### src/rtl/c6cal_pkg.sv
// Package of register map, field layout and encodings for the channel 6 register set
package c6cal_pkg;

  // Printed offsets are register indices; byte address is four times the index
  localparam int unsigned    C6CAL_IDX_W        = 6;
  localparam logic [5:0]     C6CAL_IDX_CFG      = 6'h27;
  localparam logic [5:0]     C6CAL_IDX_OFS_HI   = 6'h28;
  localparam logic [5:0]     C6CAL_IDX_OFS_LO   = 6'h29;
  localparam logic [5:0]     C6CAL_IDX_GAIN_HI  = 6'h2A;
  localparam logic [5:0]     C6CAL_IDX_GAIN_LO  = 6'h2B;

  // Reset values
  localparam logic [15:0]    C6CAL_RST_CFG      = 16'h0000;
  localparam logic [15:0]    C6CAL_RST_OFS_HI   = 16'h0000;
  localparam logic [15:0]    C6CAL_RST_OFS_LO   = 16'h0000;
  localparam logic [15:0]    C6CAL_RST_GAIN_HI  = 16'h8000;
  localparam logic [15:0]    C6CAL_RST_GAIN_LO  = 16'h0000;

  // Writable bits of each register; reserved bits are zero here
  localparam logic [15:0]    C6CAL_MASK_CFG     = 16'hFFC7;
  localparam logic [15:0]    C6CAL_MASK_FULL    = 16'hFFFF;
  localparam logic [15:0]    C6CAL_MASK_LO      = 16'hFF00;

  // Field positions in the configuration register and in the low calibration words
  localparam int unsigned    C6CAL_PHASE_MSB    = 15;
  localparam int unsigned    C6CAL_PHASE_LSB    = 6;
  localparam int unsigned    C6CAL_DCOFF_BIT    = 2;
  localparam int unsigned    C6CAL_SEL_MSB      = 1;
  localparam int unsigned    C6CAL_SEL_LSB      = 0;
  localparam int unsigned    C6CAL_LOBYTE_MSB   = 15;
  localparam int unsigned    C6CAL_LOBYTE_LSB   = 8;

  // Input selector encodings
  typedef enum logic [1:0] {
    C6CAL_SEL_PINS    = 2'h0,
    C6CAL_SEL_SHORT   = 2'h1,
    C6CAL_SEL_TST_POS = 2'h2,
    C6CAL_SEL_TST_NEG = 2'h3
  } c6cal_sel_t;

endpackage : c6cal_pkg

### src/rtl/c6cal_regs.sv
// Channel 6 configuration and calibration registers behind an Avalon-MM slave
//
// Design decision made here: the Avalon-MM slave port.
`timescale 1ns/1ps
module c6cal_regs
  import c6cal_pkg::*;
(
  // Clock and reset
  input  wire logic                 core_clk,
  input  wire logic                 rst_n,
  // Avalon-MM slave, word address is the register index
  input  wire logic [5:0]           avs_address,
  input  wire logic                 avs_read,
  input  wire logic                 avs_write,
  input  wire logic [31:0]          avs_writedata,
  input  wire logic [3:0]           avs_byteenable,
  output logic      [31:0]          avs_readdata,
  output logic      [1:0]           avs_response,
  output logic                      avs_waitrequest,
  // Global DC filter enable from the device-wide setting
  input  wire logic                 global_dc_filter_setting,
  // Channel controls
  output logic signed [9:0]         chan_phase_delay,
  output logic                      chan_dc_filter_off,
  output logic                      chan_dc_filter_active,
  output c6cal_pkg::c6cal_sel_t     chan_input_select,
  output logic                      sel_own_pins,
  output logic                      sel_shorted,
  output logic                      sel_test_pos,
  output logic                      sel_test_neg,
  // Calibration values
  output logic signed [23:0]        offset_corr,
  output logic        [23:0]        gain_corr
);
  import c6cal_pkg::*;

  localparam logic [1:0] RESP_OK   = 2'h0;
  localparam logic [1:0] RESP_DECERR = 2'h3;

  logic [15:0] cfg_q;
  logic [15:0] ofs_hi_q;
  logic [15:0] ofs_lo_q;
  logic [15:0] gain_hi_q;
  logic [15:0] gain_lo_q;
  logic [15:0] cfg_d;
  logic [15:0] ofs_hi_d;
  logic [15:0] ofs_lo_d;
  logic [15:0] gain_hi_d;
  logic [15:0] gain_lo_d;
  logic        ack_q;
  logic [31:0] rdata_q;
  logic [1:0]  resp_q;

  // Request decode
  logic        req;
  logic        hit_cfg;
  logic        hit_ohi;
  logic        hit_olo;
  logic        hit_ghi;
  logic        hit_glo;
  logic        hit_any;
  logic        wr_en;
  logic        rd_en;

  // Per-register write strobes
  logic        wr_cfg;
  logic        wr_ohi;
  logic        wr_olo;
  logic        wr_ghi;
  logic        wr_glo;

  // Readback views with reserved bits forced to zero
  logic [15:0] rd_cfg;
  logic [15:0] rd_ohi;
  logic [15:0] rd_olo;
  logic [15:0] rd_ghi;
  logic [15:0] rd_glo;
  logic [15:0] rd_mux;

  // Bus answer next values
  logic        ack_d;
  logic [31:0] rdata_d;
  logic [1:0]  resp_d;

  // Raw field slices
  logic [9:0]  phase_raw;
  logic [1:0]  sel_raw;
  logic [7:0]  ofs_lo_byte;
  logic [7:0]  gain_lo_byte;

  // Merge write data under byte enables and the writable mask
  function automatic logic [15:0] c6cal_merge(input logic [15:0] old_v,
                                              input logic [31:0] wd,
                                              input logic [3:0]  be,
                                              input logic [15:0] mask);
    logic [15:0] lanes;
    lanes = {{8{be[1]}}, {8{be[0]}}} & mask;
    return (old_v & ~lanes) | (wd[15:0] & lanes);
  endfunction : c6cal_merge

  // Register index match, shared by write and read decode
  function automatic logic c6cal_hit(input logic [5:0] addr,
                                     input logic [5:0] idx);
    return addr == idx;
  endfunction : c6cal_hit

  // A request is taken only in its first cycle, before the answer
  assign req     = (avs_read | avs_write) & ~ack_q;
  assign hit_cfg = c6cal_hit(avs_address, C6CAL_IDX_CFG);
  assign hit_ohi = c6cal_hit(avs_address, C6CAL_IDX_OFS_HI);
  assign hit_olo = c6cal_hit(avs_address, C6CAL_IDX_OFS_LO);
  assign hit_ghi = c6cal_hit(avs_address, C6CAL_IDX_GAIN_HI);
  assign hit_glo = c6cal_hit(avs_address, C6CAL_IDX_GAIN_LO);
  assign hit_any = hit_cfg | hit_ohi | hit_olo | hit_ghi | hit_glo;
  assign wr_en   = req & avs_write;
  assign rd_en   = req & avs_read;

  // Writes land at the edge that takes the request
  assign wr_cfg  = wr_en & hit_cfg;
  assign wr_ohi  = wr_en & hit_ohi;
  assign wr_olo  = wr_en & hit_olo;
  assign wr_ghi  = wr_en & hit_ghi;
  assign wr_glo  = wr_en & hit_glo;

  // Writes merged per register; reserved bits held at zero by the masks
  assign cfg_d     = wr_cfg ?
                     c6cal_merge(cfg_q, avs_writedata, avs_byteenable, C6CAL_MASK_CFG) :
                     cfg_q;
  assign ofs_hi_d  = wr_ohi ?
                     c6cal_merge(ofs_hi_q, avs_writedata, avs_byteenable, C6CAL_MASK_FULL) :
                     ofs_hi_q;
  assign ofs_lo_d  = wr_olo ?
                     c6cal_merge(ofs_lo_q, avs_writedata, avs_byteenable, C6CAL_MASK_LO) :
                     ofs_lo_q;
  assign gain_hi_d = wr_ghi ?
                     c6cal_merge(gain_hi_q, avs_writedata, avs_byteenable, C6CAL_MASK_FULL) :
                     gain_hi_q;
  assign gain_lo_d = wr_glo ?
                     c6cal_merge(gain_lo_q, avs_writedata, avs_byteenable, C6CAL_MASK_LO) :
                     gain_lo_q;

  // Reserved bits also masked on the read path
  assign rd_cfg = cfg_q & C6CAL_MASK_CFG;
  assign rd_ohi = ofs_hi_q & C6CAL_MASK_FULL;
  assign rd_olo = ofs_lo_q & C6CAL_MASK_LO;
  assign rd_ghi = gain_hi_q & C6CAL_MASK_FULL;
  assign rd_glo = gain_lo_q & C6CAL_MASK_LO;

  // Read mux, upper 16 bits read zero
  assign rd_mux = hit_cfg ? rd_cfg :
                  hit_ohi ? rd_ohi :
                  hit_olo ? rd_olo :
                  hit_ghi ? rd_ghi :
                  hit_glo ? rd_glo : 16'h0000;

  // One wait cycle: request seen, answer on the next edge
  assign ack_d   = req;
  assign rdata_d = rd_en ? {16'h0000, rd_mux} : rdata_q;
  assign resp_d  = req ? (hit_any ? RESP_OK : RESP_DECERR) : resp_q;

  // Configuration register
  always_ff @(posedge core_clk or negedge rst_n) begin
    if (!rst_n) begin
      cfg_q <= C6CAL_RST_CFG;
    end else begin
      cfg_q <= cfg_d;
    end
  end

  // Offset correction, high word
  always_ff @(posedge core_clk or negedge rst_n) begin
    if (!rst_n) begin
      ofs_hi_q <= C6CAL_RST_OFS_HI;
    end else begin
      ofs_hi_q <= ofs_hi_d;
    end
  end

  // Offset correction, low word
  always_ff @(posedge core_clk or negedge rst_n) begin
    if (!rst_n) begin
      ofs_lo_q <= C6CAL_RST_OFS_LO;
    end else begin
      ofs_lo_q <= ofs_lo_d;
    end
  end

  // Gain correction, high word
  always_ff @(posedge core_clk or negedge rst_n) begin
    if (!rst_n) begin
      gain_hi_q <= C6CAL_RST_GAIN_HI;
    end else begin
      gain_hi_q <= gain_hi_d;
    end
  end

  // Gain correction, low word
  always_ff @(posedge core_clk or negedge rst_n) begin
    if (!rst_n) begin
      gain_lo_q <= C6CAL_RST_GAIN_LO;
    end else begin
      gain_lo_q <= gain_lo_d;
    end
  end

  // Answer flag
  always_ff @(posedge core_clk or negedge rst_n) begin
    if (!rst_n) begin
      ack_q <= 1'b0;
    end else begin
      ack_q <= ack_d;
    end
  end

  // Read data stands until the next read is taken
  always_ff @(posedge core_clk or negedge rst_n) begin
    if (!rst_n) begin
      rdata_q <= 32'h0000_0000;
    end else begin
      rdata_q <= rdata_d;
    end
  end

  // Response stands until the next request is taken
  always_ff @(posedge core_clk or negedge rst_n) begin
    if (!rst_n) begin
      resp_q <= RESP_OK;
    end else begin
      resp_q <= resp_d;
    end
  end

  assign avs_waitrequest = (avs_read | avs_write) & ~ack_q;
  assign avs_readdata    = rdata_q;
  assign avs_response    = resp_q;

  // Raw fields
  assign phase_raw    = cfg_q[C6CAL_PHASE_MSB:C6CAL_PHASE_LSB];
  assign sel_raw      = cfg_q[C6CAL_SEL_MSB:C6CAL_SEL_LSB];
  assign ofs_lo_byte  = ofs_lo_q[C6CAL_LOBYTE_MSB:C6CAL_LOBYTE_LSB];
  assign gain_lo_byte = gain_lo_q[C6CAL_LOBYTE_MSB:C6CAL_LOBYTE_LSB];

  // Field decode
  assign chan_phase_delay      = signed'(phase_raw);
  assign chan_dc_filter_off    = cfg_q[C6CAL_DCOFF_BIT];
  assign chan_dc_filter_active = global_dc_filter_setting & ~chan_dc_filter_off;
  assign chan_input_select     = c6cal_sel_t'(sel_raw);
  assign sel_own_pins          = chan_input_select == C6CAL_SEL_PINS;
  assign sel_shorted           = chan_input_select == C6CAL_SEL_SHORT;
  assign sel_test_pos          = chan_input_select == C6CAL_SEL_TST_POS;
  assign sel_test_neg          = chan_input_select == C6CAL_SEL_TST_NEG;

  // Offset is signed: high word carries bits 23:8
  assign offset_corr = signed'({ofs_hi_q, ofs_lo_byte});

  // Gain is unsigned: 800000h is unity
  assign gain_corr   = {gain_hi_q, gain_lo_byte};

endmodule : c6cal_regs

### config.mk
export PLATFORM = sky130hd
export DESIGN_NAME = c6cal_regs
export DESIGN_NICKNAME = d
export VERILOG_FILES = /design/src/rtl/c6cal_pkg.sv /design/src/rtl/c6cal_regs.sv
export SDC_FILE = /design/constraint.sdc
export NUM_CORES = 1
export LEC_CHECK = 0
export ABC_AREA = 1
export BUFFER_PORTS_ARGS = -buffer_cell sky130_fd_sc_hd__buf_2
export CELL_PAD_IN_SITES_DETAIL_PLACEMENT = 1
export CELL_PAD_IN_SITES_GLOBAL_PLACEMENT = 1
export CORE_MARGIN = 2
export CORE_UTILIZATION = 35
export DETAILED_ROUTE_END_ITERATION = 10
export PLACE_DENSITY_LB_ADDON = 0.1
export RECOVER_POWER = 50
export SYNTH_ARGS = -nofsm -noshare
export SYNTH_HDL_FRONTEND = slang
export SYNTH_SLANG_ARGS = --single-unit
### constraint.sdc
create_clock -name core_clk -period 1.6 [get_ports core_clk]
set_input_delay 0.24 -clock core_clk [delete_from_list [all_inputs] [get_ports core_clk]]
set_output_delay 0.24 -clock core_clk [all_outputs]
set_load 0.1 [all_outputs]
==> flow_metrics.py <==
metrics = {
    "global_routing": {
        "grt_util_all_layers_pct": 19.8,
        "first_global_vias": 3571,
        "antenna_found_initial": 0,
        "grt_max_degree": 33,
        "grt_pass1_wl_um": 17900,
        "gr-total-overflow": 0,
    },
    "finish": {
        "mostFrequentLayoutCells": "nand2_1 (121), buf_2 (106), dfrtp_1 (75), inv_1 (52), o21ai_0 (43)",
        "diodes": 0,
        "final_common_cell": "nand2_1",
        "syn_to_final_growth_pct": 28.3,
        "fin_nets": 644,
        "final_layout_size_suffix_gt1_share_pct": 31.9,
    },
    "clock_network": {
        "cts_max_level": 3,
        "cts_made_buffers": 9,
        "cts.clk_slew.worst_paths_ns": 0.08,
        "clock_path_buffers": 2,
        "cts_root_buf": "clkbuf_8",
        "cts.sinks": 79,
        "cts_tree": "done",
        "insertion_delay_ns": 0.35,
    },
    "pwr": {
        "ir_drop_uv": 522,
        "power_density_nw_per_um2": 1100,
        "p_leak_nw": 2.77,
        "power.total_mw": 5.48,
    },
    "sta": {
        "fmax_ghz": 0.653,
        "relSlewSlack_pct": 42.1,
        "finClkSkew_ns": 0.00520,
        "rsz0062_at_grt": "true",
        "tns_ns": 0,
        "post-route-period-util_pct": 95.6,
        "setup_violations": 0,
        "period_minus_slack_ns": 1.53,
        "drv_slew": 0,
        "hold_viol": 0,
        "tightest_slew_ns": 0.868,
    },
    "hold_path": {
        "hp-class": "primary input to flop",
    },
    "placed_design": {
        "port_buffers": 113,
        "dp_hpwl_um": 8600,
        "gp_congestion": 0.769,
    },
    "synth": {
        "syn_area_per_cell_um2": 8.24,
        "netlist_area_um2": 3870,
        "synth.area.top_cells": "dfrtp_1 (50%), nand2_1 (12%), o21ai_0 (5.6%)",
        "synth_seq_cells": 79,
        "async_flop_share_pct": 100,
        "ys_warn_count": 0,
        "postSynthCellCount": 470,
        "synth_top_area_share_pct": 50.4,
        "ys_seq_area_share_pct": 51.0,
        "synth.largest_area_cell": "dfrtp_1",
        "synth_cell_types": 29,
        "synth_flop_cell": "dfrtp_1",
        "synth_edf_count": 0,
    },
    "detailed_routing": {
        "dr_wl_met3_um": 405,
        "post-route-drc-count": 0,
        "m1WireLength_um": 4830,
        "wl_met2_um": 5680,
        "ant_nets": 0,
        "vias_per_cell": 4.70,
        "first_iter_violations": 106,
        "wirelength_um": 11100,
        "maxUsedRoutingLayer": "met4",
        "first_pass_iters": 4,
        "vias": 3491,
        "wl_per_cell_um": 14.9,
    },
    "outcome": {
        "status": "completed",
    },
    "setup_path": {
        "cp-end-kind": "output port",
        "cp.required_ns": 1.36,
        "crit_fanout": 4,
        "crit_type": "flop to output port",
        "cp-start-kind": "flop",
        "cp.arrival_ns": 1.29,
    },
    "floorplanning": {
        "placementRows": 38,
        "dieArea_um2": 11900,
        "io_pins": 148,
        "initial_core_util_pct": 35.7,
        "die_y_um": 109,
        "core_area_um2": 10800,
        "die_x_um": 109,
    },
    "flow_run": {
        "maxCapViolCount": 0,
    },
}
==> cell usage after synthesis (5+ instances only) <==
cell type,count
nor2_1,41
or2_2,9
o21ai_0,43
buf_2,9
dfrtp_1,78
nand2_2,5
o21ai_1,24
inv_1,53
nand2_1,122
buf_4,19
nor3_1,5
nand3_1,24
==> area by class of cell <==
class / count / area, µm²
Clock buffer: 14 / 183
Clock inverter: 2 / 12.5
Fill cell: 1362 / 5870
Inverter: 57 / 220
Multi-Input combinational cell: 318 / 1570
Sequential cell: 79 / 1980
Tap cell: 140 / 175
Timing Repair Buffer: 132 / 830
==> worst max-delay path, cell delays in order (launching register included) <==
cell	delay, ns
dfrtp_2	0.44
nor2_4	0.07
buf_2	0.42
==> metal layers <==
metal	up-vias	track usage, %
li1	1700	-
met1	1708	25.1
met2	70	34.3
met3	13	2.69
met4	0	7.23
met5	-	0
==> power breakdown <==
part           switching (mW)  total (mW)  internal (mW)
clock                   0.722        1.45          0.732
combinational            1.52        1.81          0.293
sequential             0.0970        2.22           2.12
==> cells by family (layout without fill, tap and decap cells) <==
logic type / Yosys count / count (layout) / share of synthesized area (%)
AND/OR/NAND/NOR: 226 / 226 / 27.1
AO/OA/AOI/OAI: 76 / 76 / 10.5
buffers and inverters: 88 / 205 / 11.3
flip-flops: 79 / 79 / 51.0
other: 1 / 16 / 0.0968
==> worst paths after layout <==
check / startpoint / to / slack (ns) / depth (start not counted)
hold reg to reg: avs_readdata[10]$_DFFE_PN0P_ / avs_readdata[10]$_DFFE_PN0P_ / 0.49 / 2
setup / recovery: flop / chan_dc_filter_active / 0.07 / 2
min in group asynchronous: rst_n / asynchronous set/reset pin / 0.53 / 2
setup reg to reg: ack_q$_DFF_PN0_ / flop / 0.10 / 6
max in group asynchronous: rst_n / asynchronous set/reset pin / 0.28 / 3
hold / removal: avs_writedata[15] / flop / 0.10 / 3
==> timing repair <==
action,4_1_cts,5_1_grt
resized for setup,3,7
buffers inserted,0,2
pin swaps,0,1
hold buffers,1,0
endpoints found under the hold margin,28,0
setup endpoints to repair,3,27
==> per-stage QoR <==
step / util, % / cell area [µm²] / worst slack [ns] / hold WS [ns] / cells
5_1_grt: 45.9 / 4970 / -0.0316 / 0.110 / 742
4_1_cts: 45.6 / 4940 / 0.00812 / 0.0877 / 740
6_report: 45.9 / 4970 / 0.0697 / 0.100 / 742
2_1_floorplan: - / 3970 / -0.0460 / -0.0556 / 485
3_3_place_gp: 43.6 / 4720 / 0.0160 / 0.220 / 723
3_5_place_dp: 43.6 / 4720 / -0.0538 / 0.224 / 723
Note: power is estimated with default switching activity, not from simulation.
